### src/cfl_pkg.sv
// Operation
// - error active: join traffic, send active error flag on any detected error.
// - error passive: only passive error flags; suspend wait after own transmission.
// - bus off: never drive the bus lines.
// - keep transmit and receive error counters, software readable; state follows them.
// - flags: active 1/0/0, passive 0/1/0, bus off 0/1/1.
// - each state flag interrupt pends while flag set and its mask enables.
// - warning flag when either counter exceeds 96, still error active.
// - state and warning flags are not latched, decoded from counters; the code holds the bus off flag in bus_off_latch.
// - leave bus off only after 128 runs of 11 recessive bits, or reset.
// - reactive overload on intermission, last eof or delimiter dominant bits.
// - with overload enable set, request overload after each mailbox delivery.
// - reactive overload regardless of enable; overload leaves counters alone.
// - in low power no transmit, no receive, mailboxes inactive.
// - sleep set in low power, wake otherwise, exclusive; both 0 after reset.
// - after reset low power off; wake only after 11 recessive bits.
// - low power request enters low power after pending transmits, sets sleep.
// - reception off while sleep set; allowed between request and entry.
// - error counters frozen while sleep set; the code still clears them when bus off ends during sleep.
// - exit: clear request, resync on eleven recessive bits, set wake.
// - idle bus: transmit eleven bits after exit; busy bus: resync next interframe; the code wakes at the next run end, 1 to 11 bits after exit.
package cfl_pkg;
    localparam logic [3:0] ADDR_MODE = 4'h0;
    localparam logic [3:0] ADDR_MASK = 4'h4;
    localparam logic [3:0] ADDR_STATUS = 4'h8;
    localparam logic [3:0] ADDR_ECR = 4'hC;
    localparam int MODE_OVL_BIT = 0;
    localparam int MODE_LPM_BIT = 1;
    localparam int ST_ACTIVE_BIT = 0;
    localparam int ST_WARN_BIT = 1;
    localparam int ST_PASSIVE_BIT = 2;
    localparam int ST_BUS_OFF_FLAG_BIT = 3;
    localparam int ST_SLEEP_BIT = 4;
    localparam int ST_WAKE_BIT = 5;
    localparam int ECR_TEC_POS = 16;
    localparam logic [8:0] WARN_LIMIT = 9'h060;
    localparam logic [8:0] PASSIVE_LIMIT = 9'h07F;
    localparam logic [8:0] BUS_OFF_FLAG_LIMIT = 9'h0FF;
    localparam logic [3:0] RECESSIVE_RUN = 4'hB;
    localparam logic [7:0] BUS_OFF_FLAG_RUNS = 8'h80;
    localparam logic [31:0] MODE_RESET = 32'h0000_0000;
    localparam logic [31:0] MASK_RESET = 32'h0000_0000;
    localparam logic [1:0] RESP_OKAY = 2'h0;
    localparam logic [1:0] RESP_SLVERR = 2'h2;
    typedef enum logic [2:0] {
        LP_AWAKE = 3'b001,
        LP_DRAIN = 3'b010,
        LP_SLEEP = 3'b100
    } cfl_lp_e;
endpackage : cfl_pkg

### src/cfl_top.sv
`timescale 1ns/1ps
module cfl_top
    import cfl_pkg::*;
(
    input wire logic clk_sys,
    input wire logic rst_b,
    input wire logic [3:0] s_axi_awaddr,
    input wire logic s_axi_awvalid,
    output logic s_axi_awready,
    input wire logic [31:0] s_axi_wdata,
    input wire logic [3:0] s_axi_wstrb,
    input wire logic s_axi_wvalid,
    output logic s_axi_wready,
    output logic [1:0] s_axi_bresp,
    output logic s_axi_bvalid,
    input wire logic s_axi_bready,
    input wire logic [3:0] s_axi_araddr,
    input wire logic s_axi_arvalid,
    output logic s_axi_arready,
    output logic [31:0] s_axi_rdata,
    output logic [1:0] s_axi_rresp,
    output logic s_axi_rvalid,
    input wire logic s_axi_rready,
    input wire logic bus_rx,
    input wire logic bit_tick,
    input wire logic tx_err_evt,
    input wire logic rx_err_evt,
    input wire logic tx_ok_evt,
    input wire logic rx_ok_evt,
    input wire logic tx_done_evt,
    input wire logic dom_intermission_evt,
    input wire logic dom_last_eof_rx_evt,
    input wire logic dom_delim_evt,
    input wire logic mailbox_deliver_evt,
    input wire logic tx_pending,
    input wire logic frame_busy,
    output logic error_flag_req,
    output logic error_flag_active,
    output logic overload_req,
    output logic tx_suspend,
    output logic tx_enable,
    output logic rx_enable,
    output logic mailbox_enable,
    output logic bus_drive_en,
    output logic irq_status
);
    // bus pin passes three flops; second and third must agree
    logic [2:0] rx_sync;
    logic rx_level;
    logic [8:0] transmit_error_count;
    logic [8:0] receive_error_count;
    logic [31:0] can_mode_reg;
    logic [31:0] interrupt_mask_status_reg;
    logic [3:0] rec_run;
    logic [7:0] bus_off_flag_runs;
    logic bus_off_latch;
    logic synced;
    logic sleep_flag;
    logic wake_flag;
    cfl_lp_e lp_state;
    cfl_lp_e next_lp_state;
    logic aw_held;
    logic w_held;
    logic [3:0] aw_addr;
    logic [31:0] w_data;
    logic [3:0] w_strb;

    always_ff @(posedge clk_sys) begin
        if (!rst_b) begin
            rx_sync <= 3'h7;
            rx_level <= 1'b1;
        end else begin
            rx_sync <= {rx_sync[1:0], bus_rx};
            if (rx_sync[1] == rx_sync[2])
                rx_level <= rx_sync[2];
        end
    end

    // state decode straight from the counters; bus off comes from the stored bus_off_latch
    wire logic bus_off_flag_st = bus_off_latch;
    wire logic passive_st = !bus_off_flag_st && ((transmit_error_count > PASSIVE_LIMIT)
        || (receive_error_count > PASSIVE_LIMIT));
    wire logic error_active_flag = !bus_off_flag_st && !passive_st;
    wire logic error_passive_flag = passive_st || bus_off_flag_st;
    wire logic bus_off_flag = bus_off_flag_st;
    wire logic warn_flag = error_active_flag
        && ((transmit_error_count > WARN_LIMIT)
        || (receive_error_count > WARN_LIMIT));

    // counters frozen in sleep except for the bus-off recovery clear; overload flags never reach them
    wire logic cnt_run = !sleep_flag;
    wire logic [8:0] tec_inc = (transmit_error_count > 9'h1F7) ? 9'h1FF
        : 9'(transmit_error_count + 9'h008);
    wire logic [8:0] rec_inc = (receive_error_count >= PASSIVE_LIMIT)
        ? receive_error_count : 9'(receive_error_count + 9'h001);
    wire logic bit_recessive = bit_tick && rx_level;
    wire logic run_done = bit_recessive && (rec_run == 4'(RECESSIVE_RUN - 4'h1));

    // error counters and bus-off recovery tally
    always_ff @(posedge clk_sys) begin
        if (!rst_b) begin
            transmit_error_count <= 9'h000;
            receive_error_count <= 9'h000;
            bus_off_latch <= 1'b0;
            bus_off_flag_runs <= 8'h00;
        end else if (bus_off_latch) begin
            // 128 runs of eleven recessive bits end bus off
            if (run_done) begin
                if (bus_off_flag_runs == 8'(BUS_OFF_FLAG_RUNS - 8'h01)) begin
                    bus_off_latch <= 1'b0;
                    bus_off_flag_runs <= 8'h00;
                    transmit_error_count <= 9'h000;
                    receive_error_count <= 9'h000;
                end else begin
                    bus_off_flag_runs <= 8'(bus_off_flag_runs + 8'h01);
                end
            end
        end else if (cnt_run) begin
            if (tx_err_evt) begin
                transmit_error_count <= tec_inc;
                if (transmit_error_count > 9'h0F7)
                    bus_off_latch <= 1'b1;
            end else if (tx_ok_evt && transmit_error_count != 9'h000) begin
                transmit_error_count <= 9'(transmit_error_count - 9'h001);
            end
            if (rx_err_evt)
                receive_error_count <= rec_inc;
            else if (rx_ok_evt && receive_error_count != 9'h000)
                receive_error_count <= 9'(receive_error_count - 9'h001);
        end
    end

    // recessive run counter; any dominant bit restarts it
    always_ff @(posedge clk_sys) begin
        if (!rst_b)
            rec_run <= 4'h0;
        else if (bit_tick)
            rec_run <= (!rx_level || run_done) ? 4'h0 : 4'(rec_run + 4'h1);
    end

    // low-power sequencing
    always_comb begin
        next_lp_state = lp_state;
        case (lp_state)
            LP_AWAKE: if (can_mode_reg[MODE_LPM_BIT])
                next_lp_state = LP_DRAIN;
            LP_DRAIN: begin
                if (!can_mode_reg[MODE_LPM_BIT])
                    next_lp_state = LP_AWAKE;
                else if (!tx_pending && !frame_busy)
                    next_lp_state = LP_SLEEP;
            end
            LP_SLEEP: if (!can_mode_reg[MODE_LPM_BIT])
                next_lp_state = LP_AWAKE;
            default: next_lp_state = LP_AWAKE;
        endcase
    end

    // wake needs a fresh eleven-bit recessive run after reset; after sleep, the next run end, with bits counted during sleep;
    // a busy bus simply delays that run to the next interframe
    always_ff @(posedge clk_sys) begin
        if (!rst_b) begin
            lp_state <= LP_AWAKE;
            synced <= 1'b0;
            sleep_flag <= 1'b0;
            wake_flag <= 1'b0;
        end else begin
            lp_state <= next_lp_state;
            if (next_lp_state == LP_SLEEP) begin
                sleep_flag <= 1'b1;
                wake_flag <= 1'b0;
                synced <= 1'b0;
            end else if (lp_state == LP_SLEEP) begin
                synced <= 1'b0;
            end else if (!synced && run_done) begin
                synced <= 1'b1;
                wake_flag <= 1'b1;
                sleep_flag <= 1'b0;
            end
        end
    end

    // bus participation
    wire logic in_lp = (lp_state == LP_SLEEP);
    wire logic online = synced && !in_lp && !bus_off_flag;
    assign tx_enable = online;
    assign rx_enable = online && !sleep_flag;
    assign mailbox_enable = !in_lp;
    assign bus_drive_en = online;
    assign error_flag_req = online && (tx_err_evt || rx_err_evt);
    assign error_flag_active = error_active_flag;
    // passive node waits after each own transmission
    assign tx_suspend = error_passive_flag && tx_done_evt;
    // reactive whenever online, request overload only with enable
    assign overload_req = online && (dom_intermission_evt
        || dom_last_eof_rx_evt || dom_delim_evt
        || (can_mode_reg[MODE_OVL_BIT] && mailbox_deliver_evt));

    // status word and level interrupt; software masks each source, any enabled one raises it
    wire logic [31:0] status_word = {26'h0, wake_flag, sleep_flag, bus_off_flag,
        error_passive_flag, warn_flag, error_active_flag};
    assign irq_status = |(status_word & interrupt_mask_status_reg);
    wire logic [31:0] error_counter_reg = {7'h0, transmit_error_count,
        7'h0, receive_error_count};

    // axi-lite write: address and data in either order
    wire logic wr_go = aw_held && w_held && !s_axi_bvalid;
    assign s_axi_awready = !aw_held;
    assign s_axi_wready = !w_held;
    wire logic wr_mode = wr_go && aw_addr == ADDR_MODE;
    wire logic wr_mask = wr_go && aw_addr == ADDR_MASK;
    wire logic wr_known = wr_mode || wr_mask;

    always_ff @(posedge clk_sys) begin
        if (!rst_b) begin
            aw_held <= 1'b0;
            w_held <= 1'b0;
            aw_addr <= 4'h0;
            w_data <= 32'h0;
            w_strb <= 4'h0;
            s_axi_bvalid <= 1'b0;
            s_axi_bresp <= RESP_OKAY;
        end else begin
            if (s_axi_awvalid && !aw_held) begin
                aw_held <= 1'b1;
                aw_addr <= s_axi_awaddr;
            end else if (wr_go) begin
                aw_held <= 1'b0;
            end
            if (s_axi_wvalid && !w_held) begin
                w_held <= 1'b1;
                w_data <= s_axi_wdata;
                w_strb <= s_axi_wstrb;
            end else if (wr_go) begin
                w_held <= 1'b0;
            end
            if (wr_go) begin
                s_axi_bvalid <= 1'b1;
                s_axi_bresp <= wr_known ? RESP_OKAY : RESP_SLVERR;
            end else if (s_axi_bready) begin
                s_axi_bvalid <= 1'b0;
            end
        end
    end

    // byte-lane merge for writable registers
    function automatic logic [31:0] lane_merge(input logic [31:0] old,
        input logic [31:0] val, input logic [3:0] strb);
        logic [31:0] res;
        res = old;
        for (int i = 0; i < 4; i++)
            if (strb[i])
                res[i*8 +: 8] = val[i*8 +: 8];
        return res;
    endfunction : lane_merge

    always_ff @(posedge clk_sys) begin
        if (!rst_b) begin
            can_mode_reg <= MODE_RESET;
            interrupt_mask_status_reg <= MASK_RESET;
        end else begin
            if (wr_mode)
                can_mode_reg <= lane_merge(can_mode_reg, w_data, w_strb) & 32'h3;
            if (wr_mask)
                interrupt_mask_status_reg <= lane_merge(
                    interrupt_mask_status_reg, w_data, w_strb) & 32'h3F;
        end
    end

    // axi-lite read; one word answered the edge after address
    wire logic rd_ok = s_axi_araddr == ADDR_MODE || s_axi_araddr == ADDR_MASK
        || s_axi_araddr == ADDR_STATUS || s_axi_araddr == ADDR_ECR;
    wire logic [31:0] rd_word = (s_axi_araddr == ADDR_MODE) ? can_mode_reg
        : (s_axi_araddr == ADDR_MASK) ? interrupt_mask_status_reg
        : (s_axi_araddr == ADDR_STATUS) ? status_word
        : (s_axi_araddr == ADDR_ECR) ? error_counter_reg : 32'h0;
    assign s_axi_arready = !s_axi_rvalid;

    always_ff @(posedge clk_sys) begin
        if (!rst_b) begin
            s_axi_rvalid <= 1'b0;
            s_axi_rdata <= 32'h0;
            s_axi_rresp <= RESP_OKAY;
        end else if (s_axi_arvalid && !s_axi_rvalid) begin
            s_axi_rvalid <= 1'b1;
            s_axi_rdata <= rd_word;
            s_axi_rresp <= rd_ok ? RESP_OKAY : RESP_SLVERR;
        end else if (s_axi_rready) begin
            s_axi_rvalid <= 1'b0;
        end
    end
endmodule : cfl_top

### config.mk
export PLATFORM = sky130hd
export DESIGN_NAME = cfl_top
export DESIGN_NICKNAME = d
export VERILOG_FILES = /design/src/cfl_pkg.sv /design/src/cfl_top.sv
export SDC_FILE = /design/constraint.sdc
export NUM_CORES = 1
export LEC_CHECK = 0
export CAP_MARGIN = 30
export CORE_MARGIN = 2
export CORE_UTILIZATION = 60
export CTS_CLUSTER_SIZE = 28
export DETAILED_ROUTE_END_ITERATION = 7
export DONT_BUFFER_PORTS = 1
export GPL_TIMING_DRIVEN = 0
export PLACE_DENSITY = 0.85
export SLEW_MARGIN = 20
export SYNTH_ARGS = -nofsm -noshare
export SYNTH_HDL_FRONTEND = slang
export SYNTH_SLANG_ARGS = --single-unit
### constraint.sdc
create_clock -name clk_sys -period 5.4 [get_ports clk_sys]
set_input_delay 0.27 -clock clk_sys [delete_from_list [all_inputs] [get_ports clk_sys]]
set_output_delay 0.27 -clock clk_sys [all_outputs]
set_load 0.05 [all_outputs]
Word-level counts from Yosys, hierarchy flattened
Index checks and enable logic that the tools add are counted.
- register bits: 100
- output and inout port bits: 50
- logic and storage cells: 164
- add/sub/neg operators: 6
- magnitude comparators: 7
- eq/ne operators: 16
- muxes and demuxes: 41
- bitwise operators: 3
- reduce and logical (&&, ||, !) cells: 68
- operators by type and width (cell ; count):
    $mux 9 ; 12
    $mux 25 ; 4
    $gt 9x7->1 const B ; 4
    $reduce_or 32->1 ; 1
    $logic_and 1x1->1 ; 23
    $reduce_bool 9->1 ; 2
    $sub 9x1->9 const B ; 2
    $mux 1 ; 16
    $eq 4x4->1 const B ; 3
    $logic_not 1->1 ; 12
    $logic_or 1x1->1 ; 12
    $mux 3 ; 4
    $reduce_and 2->1 ; 5
    $reduce_bool 2->1 ; 5
    $add 9x1->9 const B ; 1
    $add 9x4->9 const B ; 1
    $ge 9x7->1 const B ; 1
    $gt 9x8->1 const B ; 1
    $gt 9x9->1 const B ; 1
    $pmux 3 s3 ; 1
    $add 8x1->8 const B ; 1
    $eq 4x3->1 const B ; 2
    $eq 8x7->1 const B ; 1
    $logic_not 4->1 ; 2
    18 further kinds ; 24

Logic depth before layout (Yosys ltp)
Gate-level depths: netlist of the first run.
- depth in word-level cells: 9
- gate-level depth with buffers: 8

Worst setup path after synthesis of the first run
No wires, ideal clock.
- path kind: reg-to-output
- from: register transmit_error_count[8]
- to: output port irq_status
- arrival: 2.129 ns
- required time: 5.130 ns
- slack: 3.001 ns
- stages on the path, launching flop included: 5
- path buffers: 1
- cells stage by stage: dfxtp_1 clkbuf_1 or4_1 a311o_1 o211ai_1
- word-level cells in the longest chain between the ends: 8
- elaborated cells on any way between the ends: 11
- ends and longest elaborated chain (what ; line ; source):
    start, declared ; cfl_top.sv:50 ; logic [8:0] transmit_error_count;
    start signal, assigned ; cfl_top.sv:120 ; transmit_error_count <= tec_inc;
    start signal, assigned ; cfl_top.sv:124 ; transmit_error_count <= 9'(transmit_error_count - 9'h001);
    $gt 9x7->1 ; cfl_top.sv:81 ; wire logic passive_st = !bus_off_flag_st && ((transmit_error_count > PASSIVE_LIMIT)
    $logic_or 1x1->1 ; cfl_top.sv:82 ; || (receive_error_count > PASSIVE_LIMIT));
    $logic_and 1x1->1 ; cfl_top.sv:81 ;
    $logic_not 1->1 ; cfl_top.sv:83 ; wire logic error_active_flag = !bus_off_flag_st && !passive_st;
    $logic_and 1x1->1 ; cfl_top.sv:83 ;
    $logic_and 1x1->1 ; cfl_top.sv:87 ; && ((transmit_error_count > WARN_LIMIT)
    $and 6x6->6 * ; cfl_top.sv:202 ; assign irq_status = |(status_word & interrupt_mask_status_reg);
    $reduce_or 32->1 * ; cfl_top.sv:202 ;
    end, declared ; cfl_top.sv:45 ; output logic irq_status
Every way passes the cells marked *; elsewhere a longest branch is shown, timed or not.

Worst setup path in the final report of the first run
- from: register lp_state[2]
- to: output port tx_enable
- word-level cells in the longest chain between the ends: 4
- ends and longest elaborated chain (what ; line ; source):
    start, declared ; cfl_top.sv:60 ; cfl_lp_e lp_state;
    start signal, assigned ; cfl_top.sv:168 ; lp_state <= next_lp_state;
    $eq 3x3->1 ; cfl_top.sv:184 ; wire logic in_lp = (lp_state == LP_SLEEP);
    $logic_not 1->1 ; -- ;
    via mailbox_enable ; cfl_top.sv:43 ; output logic mailbox_enable,
    $logic_and 1x1->1 (2 in series) ; cfl_top.sv:185 ; wire logic online = synced && !in_lp && !bus_off_flag;
    end, declared ; cfl_top.sv:41 ; output logic tx_enable,
The timed path passes the listed nets, and every way through them passes these cells.

==> flow_metrics.tcl, run 1 <==
set metrics [dict create \
    yosys_warnings 0 \
    leakagePower_nw 1.964 \
    io_buffers 0 \
    min_path_type "input pin to register" \
    async_flop_share_pct 0 \
    p_int_mw 1.115 \
    setup_violations 0 \
    synthToLayoutAreaGrowth_pct 9.137 \
    cp_max_fo 6 \
    dieArea_um2 8075 \
    synth_ff_type "dfxtp_1" \
    synth_area_um2 4423 \
    synth_top_family_by_area "simple AND/OR/NAND/NOR gates" \
    startpoint_type "register" \
    clk_path_buf_depth 2 \
    synth_xor_area_share_pct 3.366 \
    cts.sinks 84 \
    sequentialPowerShare_pct 41.8 \
    final-hold-violation-count 0 \
    syn_inst 513 \
    clk_pin_slew_ps 90 \
    grtUsageTotal_pct 27.66 \
    gp_congestion 0.9213 \
    n_antenna_cell 0 \
    grt_pass1_vias 3797 \
    cts_root_buffer "clkbuf_8" \
    drt-total-wl_um 11070 \
    grt_max_degree 16 \
    routedWlPerCell_um 17.10 \
    cp_cell_sequence "nor3b_1 -> inv_1 -> nand3_1 -> inv_1 -> buf_4" \
    status "completed" \
    timing.fmax_mhz 367.5 \
    synthAdderAreaFrac_pct 4.979 \
    die_y_um 89.86 \
    synth-simple-area-share_pct 22.07 \
    synth-compound-area-share_pct 17.40 \
    relSlewSlack_pct 39.88 \
    crit_arrival_ps 2450 \
    drc 0 \
    cp_top_family "buffers and inverters" \
    p_comb_share_pct 33.5 \
    die_x_um 89.86 \
    synth_edf_count 0 \
    maxSlewViolCount 0 \
    viasPerCell 6.096 \
    period_share_pct 50.39 \
    synth_seq_area_share_pct 38.02 \
    p_total_mw 1.811 \
    grt_pass1_wl_um 18170 \
    clkLatencyLatePin_ps 370 \
    grt_overflow 0 \
    path_buf_inv 3 \
    tns_ps 0 \
    cpMostUsedCell "inv_1" \
    drtIter0Drc 318 \
    syn_avg_cell_area_um2 8.622 \
    power.switching_uw 696.3 \
    cts_setup_buffers 0 \
    crit_required_ps 5130 \
    yosys-mux-area-fraction_pct 5.799 \
    antenna_found_initial 0 \
    ios 114 \
    h-tree-depth 3 \
    cp_slowest_stage_delay_ps 420 \
    clkPwrFrac_pct 24.7 \
    initial_core_util_pct 61.31 \
    cts_tree "yes" \
    top_register "s_axi_rdata" \
    cap_violations 0 \
    finalClockSkew_ps 11.57 \
    dr.pass1.iters 5 \
    ys_seq_elements 84 \
    cp_slowest_cell "dfxtp_1" \
    drive_above_1_share_pct 11.68 \
    rsz0062_at_grt "false" \
    route.vias.total 3944 \
    end_kind "output port" \
    yosysUniqueCellTypes 72 \
    ant_nets 0 \
    switching_share_pct 38.44 \
    num_rows 31 \
    nets 624 \
    irDropWorstVdd_v 0.0002728 \
    power.density_nw_per_um2 375.2 \
    top_regs "s_axi_rdata x18, receive_error_count x9, transmit_error_count x9" \
    period_needed_ps 2721 \
    hpwl_um 8066 \
    critPathKind "register to output port" \
    coreArea_um2 7214 \
    cts_buffers 9 \
    worstMarginPinSlew_ps 898.5 \
    largest_register_ffs 18 \
]
==> cells in the mapped netlist, drive strengths merged, types with 4 or more instances <==
master / number / share of area (%)
o21ai: 18 / 2.0
nand2b: 7 / 0.99
clkbuf: 24 / 2.5
o2111ai: 4 / 0.79
xor2: 11 / 2.2
and3: 8 / 1.1
or4: 4 / 0.79
or3: 11 / 1.7
nand4: 9 / 1.3
nor2: 70 / 5.9
a22o: 4 / 0.79
dfxtp: 84 / 38
o211ai: 5 / 0.85
a31oi: 4 / 0.57
a21oi: 30 / 3.5
buf: 22 / 3.8
mux2i: 20 / 4.5
and2: 4 / 0.57
nand3: 16 / 1.8
nand2: 30 / 2.5
ha: 16 / 4.5
inv: 23 / 2.0
nor2b: 4 / 0.57
xnor2: 6 / 1.2
a22oi: 16 / 2.7
nor3: 13 / 1.5
==> final timing paths <==
check | cells after the start | slack [ps] | end | from
setup / recovery | 5 | 2680 | tx_enable | lp_state[2]
hold / removal | 2 | 10 | w_held | s_axi_wvalid
setup reg to reg | 7 | 2970 | transmit_error_count[6] | transmit_error_count[3]
hold reg to reg | 1 | 410 | rx_sync[1] | rx_sync[0]
==> placed cells by master (no fill, tap or decap), drive strengths merged, types with 9 or more instances in the layout <==
| cell | netlist | routed |
|---|---|---|
| nand3 | 16 | 16 |
| or3 | 11 | 11 |
| buf | 22 | 25 |
| mux2i | 20 | 20 |
| o21ai | 18 | 18 |
| xor2 | 11 | 11 |
| ha | 16 | 16 |
| nor3 | 13 | 13 |
| a22oi | 16 | 16 |
| nor2 | 70 | 70 |
| inv | 23 | 26 |
| conb | 1 | 16 |
| dfxtp | 84 | 84 |
| a21oi | 30 | 30 |
| nand2 | 30 | 30 |
| clkbuf | 24 | 35 |
| nand4 | 9 | 9 |
==> cell families after synthesis <==
family          after synthesis
buf+inv                      70
fa+ha+maj                    17
simple gates                190
flops                        84
xor+xnor                     17
other cells                   1
mux                          24
compound gates              110
==> timing repair <==
item / CTS / global route
hold buffers: 1 / 0
resized for setup: 0 / 0
hold endpoints to repair: 1 / 0
==> area by class of cell <==
cell class	instances	area, um^2
multi-input combinational	374	2431
tap	99	123.9
inverter	24	90.09
clock buffer	11	151.4
sequential	84	1682
fill	606	2387
timing repair buffer	4	30.03
clock inverter	5	42.54
buffer	46	276.5
==> metrics by stage <==
stage | cells | util, % | instance area, um^2 | hold WS, ps | worst slack [ps]
final | 647 | 66.91 | 4827 | 12.35 | 2679
after global routing | 647 | 66.91 | 4827 | 13.40 | 2519
after CTS | 646 | 66.84 | 4822 | 6.313 | 2674
after detailed placement | 629 | 64.01 | 4618 | 376.2 | 2866
after global placement | 627 | 63.81 | 4603 | 372.7 | 2783
after floorplan | 528 | - | 4479 | 371.5 | 3001
==> worst register-to-register path: cells and delay by family (launching register included) <==
| family | cells | cell delay (ps) |
|---|---|---|
| AOI/OAI and AO/OA | 4 | 1230 |
| buffers and inverters | 2 | 500 |
| DFF | 1 | 370 |
| adders and majority gates | 1 | 220 |
==> power groups by stage <==
stage	registers [mW]	logic (mW)	clock network, mW
floorplan	0.744	0.494	0
global placement	0.766	0.569	0
detailed placement	0.769	0.591	0
CTS	0.755	0.596	0.450
global route	0.764	0.660	0.476
finish	0.756	0.607	0.448
==> layer usage <==
layer | vias to the layer above | track usage, % | share of wire [%]
met4 | 0 | 11.54 | 3.6
met3 | 50 | 8.466 | 9.0
met1 | 1851 | 32.94 | 39
met5 | - | 0 | 0
li1 | 1849 | - | -
met2 | 194 | 46.53 | 48
(Power assumes the default switching activity.)
==> run 2, diff against run 1 <==
clock period = 2.7 ns   (was 5.4 ns; I/O delays follow)
==> run 2 against run 1 <==
Effect of this change:
- sequential share of layout area fell by 1.1 points
- combinational power rose by 100%
- setup slack got worse by 2500 ps
- sequential cell count did not move
- clock-buffer cell count did not move
- die area did not move
- utilization rose by 2.2 points
- wire length rose by 5.6%
- global-route usage rose by 1.4 points
- critical path depth did not move
==> flow_metrics.tcl, run 2 (synthesis results as in run 1) <==
set metrics [dict create \
    coreArea_um2 7214 \
    layout_common_cells "84 x dfxtp_1, 70 x nor2_1, 30 x nand2_1" \
    h-tree-depth 3 \
    drt-total-wl_um 11690 \
    num_rows 31 \
    antenna_found_initial 0 \
    cp_slowest_stage_delay_ps 430 \
    timing.fmax_mhz 402.9 \
    grtUsageTotal_pct 29.04 \
    grt_overflow 0 \
    min_path_type "input pin to register" \
    cp_slowest_cell "dfxtp_1" \
    cts_tree "yes" \
    cts.sinks 84 \
    leakagePower_nw 2.031 \
    p_comb_share_pct 34.0 \
    irDropWorstVdd_v 0.0005754 \
    critPathKind "register to output port" \
    setup_violations 0 \
    cp_top_family "buffers and inverters" \
    rr_worst_depth 7 \
    cp-endpoint "tx_enable" \
    top_regs "s_axi_rdata x18, receive_error_count x9, transmit_error_count x9" \
    whs_path_depth 2 \
    route.vias.total 4035 \
    power.switching_mw 1.406 \
    relSlewSlack_pct 39.25 \
    drc 0 \
    routedWlPerCell_um 17.63 \
    r2r-end "transmit_error_count[6]" \
    r2r_setup_slack_ps 250 \
    cts_root_buffer "clkbuf_8" \
    clk_path_buf_depth 2 \
    grt_pass1_vias 3971 \
    gp_congestion 0.9213 \
    initial_core_util_pct 61.31 \
    period_share_pct 91.93 \
    nets 640 \
    top_register "s_axi_rdata" \
    dr.pass1.iters 5 \
    cts_buffers 9 \
    io_buffers 0 \
    ios 114 \
    finalClockSkew_ps 10.50 \
    dieArea_um2 8075 \
    final-hold-violation-count 0 \
    power.density_nw_per_um2 732.2 \
    largest_register_ffs 18 \
    die_x_um 89.86 \
    crit_arrival_ps 2350 \
    viasPerCell 6.086 \
    clkPwrFrac_pct 24.5 \
    cp.depth 5 \
    synthToLayoutAreaGrowth_pct 12.76 \
    sequentialPowerShare_pct 41.5 \
    rr_startpoint "transmit_error_count[3]" \
    crit_start "lp_state[2]" \
    end_kind "output port" \
    grt_pass1_wl_um 19000 \
    rsz0062_at_grt "false" \
    drtIter0Drc 335 \
    drive_above_1_share_pct 11.52 \
    cp_cell_sequence "nor3b_1 -> inv_2 -> nand3_1 -> inv_1 -> buf_4" \
    startpoint_type "register" \
    clkLatencyLatePin_ps 370 \
    period_needed_ps 2482 \
    post-place-cells 629 \
    cp_max_fo 6 \
    n_antenna_cell 0 \
    worstMarginPinSlew_ps 908.0 \
    tns_ps 0 \
    path_buf_inv 3 \
    cap_violations 0 \
    maxSlewViolCount 0 \
    fillers 582 \
    crit_required_ps 2570 \
    status "completed" \
    switching_share_pct 38.50 \
    die_y_um 89.86 \
    grt_max_degree 16 \
    ant_nets 0 \
    clk_pin_slew_ps 90 \
    layout_commonest_cell "dfxtp_1" \
    fin_cells 663 \
    hpwl_um 8066 \
    p_int_mw 2.246 \
]
[run 2: how the worst min path moves through the flow]
stage / startpoint / endpoint / slack (ps)
6_report: rst_b / receive_error_count[6] / 5
5_1_grt: rst_b / receive_error_count[6] / 10
4_1_cts: rst_b / receive_error_count[6] / 1
3_5_place_dp: bus_rx / rx_sync[0] / 240
3_3_place_gp: bus_rx / rx_sync[0] / 240
2_1_floorplan: bus_rx / rx_sync[0] / 240
[run 2: stage by stage]
step | worst slack [ps] | instance area (um^2) | power, mW | util, % | hold WS, ps
floorplan | 435.6 | 4479 | 2.476 | - | 236.5
global placement | 217.7 | 4603 | 2.670 | 63.81 | 237.7
detailed placement | 165.8 | 4618 | 2.719 | 64.01 | 241.2
CTS | 109.2 | 4982 | 3.620 | 69.06 | 1.030
global route | 75.26 | 4987 | 3.822 | 69.13 | 12.29
finish | 217.9 | 4987 | 3.652 | 69.13 | 4.623
[run 2: what timing repair did]
action,CTS,global route
gates resized for setup,0,1
hold buffers,17,0
hold endpoints to repair,17,0
endpoints found under the setup margin,0,1
setup buffers,0,0
[run 2: power by group through the flow]
| stage | Sequential (mW) | Clock [mW] | Combinational [mW] |
|---|---|---|---|
| 2_1_floorplan | 1.49 | 0 | 0.989 |
| 3_3_place_gp | 1.53 | 0 | 1.14 |
| 3_5_place_dp | 1.54 | 0 | 1.18 |
| 4_1_cts | 1.51 | 0.900 | 1.21 |
| 5_1_grt | 1.53 | 0.950 | 1.34 |
| 6_report | 1.52 | 0.896 | 1.24 |
[run 2: cell type report]
class                      count  area (um^2)  share of cell area, %
multi-input combinational    374         2431                  48.75
timing repair buffer          20        190.2                  3.813
buffer                        46        276.5                  5.544
tap                           99        123.9                  2.484
clock inverter                 5        42.54                 0.8530
clock buffer                  11        151.4                  3.036
sequential                    84         1682                  33.72
inverter                      24        90.09                  1.806
[run 2: worst reg2reg max path: cells and delay by family (launching register included)]
| family | cells | cell delay (ps) |
|---|---|---|
| buffers and inverters | 2 | 500 |
| adders and majority gates | 1 | 220 |
| DFF | 1 | 370 |
| AOI/OAI and AO/OA | 4 | 1250 |
[run 2: layer usage]
metal	global-route usage [%]	routed length, um
met5	0	0
met4	13.72	367
met3	7.544	1035
met2	50.13	5770
met1	33.71	4517
==> run 3, diff against run 2 <==
CORE_ASPECT_RATIO = 1.2   (was not set)
clock period = 2.55 ns   (was 2.7 ns; I/O delays follow)
==> run 3 against run 2 <==
Effect of this change:
- non-clock buffer count fell by 1
- die area barely moved
- setup slack worse by 130 ps
- cell area shrank 0.40%
- highest routed layer unchanged
==> flow_metrics.tcl, run 3 (synthesis results as in run 1) <==
set metrics [dict create \
    status "completed" \
    top_regs "s_axi_rdata x18, receive_error_count x9, transmit_error_count x9" \
    grt_pass1_wl_um 18610 \
    antenna_found_initial 0 \
    cts_root_buffer "clkbuf_8" \
    whs_ps 11.97 \
    cap_violations 0 \
    largest_register_ffs 18 \
    routedWlPerCell_um 17.74 \
    n_antenna_cell 0 \
    switching_share_pct 38.41 \
    critPathKind "register to output port" \
    grt_overflow 0 \
    maxSlewViolCount 0 \
    power.density_nw_per_um2 768.0 \
    p_total_mw 3.815 \
    ios 114 \
    io_buffers 0 \
    layout_common_cells "84 x dfxtp_1, 70 x nor2_1, 30 x nand2_1" \
    worstHoldStart "rst_b" \
    r2r-end "transmit_error_count[6]" \
    initial_core_util_pct 61.52 \
    relSlewSlack_pct 38.43 \
    finalClockSkew_ps 11.18 \
    startpoint_type "register" \
    cts_buffers 9 \
    die_y_um 98.05 \
    clk_path_buf_depth 2 \
    fin_cells 653 \
    worstMarginPinSlew_ps 920.1 \
    whs_endpoint "receive_error_count[6]" \
    clk_pin_slew_ps 90 \
    grtUsageTotal_pct 29.63 \
    layout_commonest_cell "dfxtp_1" \
    met1_length_um 4415 \
    num_rows 34 \
    route.vias.total 3988 \
    grt_pass1_vias 3889 \
    h-tree-depth 3 \
    clkLatencyLatePin_ps 360 \
    rsz0062_at_grt "false" \
    r2r_setup_slack_ps 120 \
    dr_wl_met3_um 919 \
    viasPerCell 6.107 \
    crit_arrival_ps 2340 \
    rr_startpoint "transmit_error_count[3]" \
    cts_tree "yes" \
    p_comb_share_pct 34.2 \
    post-place-cells 620 \
    min_path_type "input pin to register" \
    cp_max_fo 8 \
    power.switching_mw 1.465 \
    final-hold-violation-count 0 \
    clkPwrFrac_pct 23.9 \
    timing.fmax_mhz 406.1 \
    gp_congestion 0.9258 \
    drt-total-wl_um 11580 \
    drc 0 \
    crit_required_ps 2420 \
    dr.pass1.iters 5 \
    irDropWorstVdd_v 0.0005565 \
    rr_worst_depth 7 \
    cts.sinks 84 \
    met2_length_um 5909 \
    leakagePower_nw 2.029 \
    drtIter0Drc 314 \
    whs_path_depth 2 \
    end_kind "output port" \
    p_int_mw 2.350 \
    nets 639 \
    period_needed_ps 2463 \
    dieArea_um2 8077 \
    top_register "s_axi_rdata" \
    drive_above_1_share_pct 11.55 \
    hpwl_um 8088 \
    coreArea_um2 7189 \
    period_share_pct 96.57 \
    die_x_um 82.38 \
    synthToLayoutAreaGrowth_pct 12.31 \
    highest-signal-layer "met4" \
    sequentialPowerShare_pct 41.9 \
    grt_max_degree 16 \
    setup_violations 0 \
    ant_nets 0 \
    cts_setup_buffers 0 \
]
[run 3: power groups by stage]
stage | registers [mW] | logic [mW] | clock network (mW)
after floorplan | 1.57 | 1.05 | 0
after global placement | 1.62 | 1.22 | 0
after detailed placement | 1.62 | 1.25 | 0
after CTS | 1.59 | 1.28 | 0.907
after global routing | 1.61 | 1.42 | 0.961
final | 1.60 | 1.30 | 0.913
[run 3: repair_timing]
item | in CTS | in global routing
setup endpoints to repair | 10 | 3
endpoints found under the hold margin | 17 | 0
gates resized for setup | 1 | 1
hold buffers | 17 | 0
[run 3: worst max path at each step]
stage          slack (ps)               startpoint  depth (start not counted)                 endpoint
2_1_floorplan         290  transmit_error_count[8]                          4               irq_status
5_1_grt                 7  transmit_error_count[0]                          8  transmit_error_count[7]
3_3_place_gp           50             s_axi_rvalid                          6          s_axi_rdata[17]
6_report               90  transmit_error_count[8]                          5               irq_status
3_5_place_dp          -50             s_axi_rvalid                          6          s_axi_rdata[23]
4_1_cts               0.7              lp_state[2]                          4                rx_enable
[run 3: per-layer routing]
| layer | vias to the layer above | global-route usage (%) |
|---|---|---|
| met3 | 29 | 6.654 |
| li1 | 1883 | - |
| met4 | 0 | 12.44 |
| met2 | 170 | 51.36 |
| met5 | - | 0 |
| met1 | 1906 | 34.14 |
[run 3: through the flow]
step	cell area (um^2)	utilization, %	TNS, ps	worst slack, ps
floorplan	4479	-	0	293.0
global placement	4592	63.87	0	45.93
detailed placement	4607	64.08	-378.3	-54.46
CTS	4967	69.09	0	0.7143
global route	4967	69.09	0	6.749
finish	4967	69.09	0	87.40
[run 3: final cells by class]
class	instances	area (um^2)
sequential	84	1682
clock inverter	6	47.55
clock buffer	10	137.6
fill	543	2222
timing repair buffer	19	185.2
buffer	46	276.5
multi-input combinational	374	2436
tap	90	112.6
inverter	24	90.09
[run 3: critical path: stages, from the launching register on]
cell      delay, ps
dfxtp_1         310
clkbuf_1        190
or4_1           550
a311o_1         440
o211ai_1        250
buf_4           240
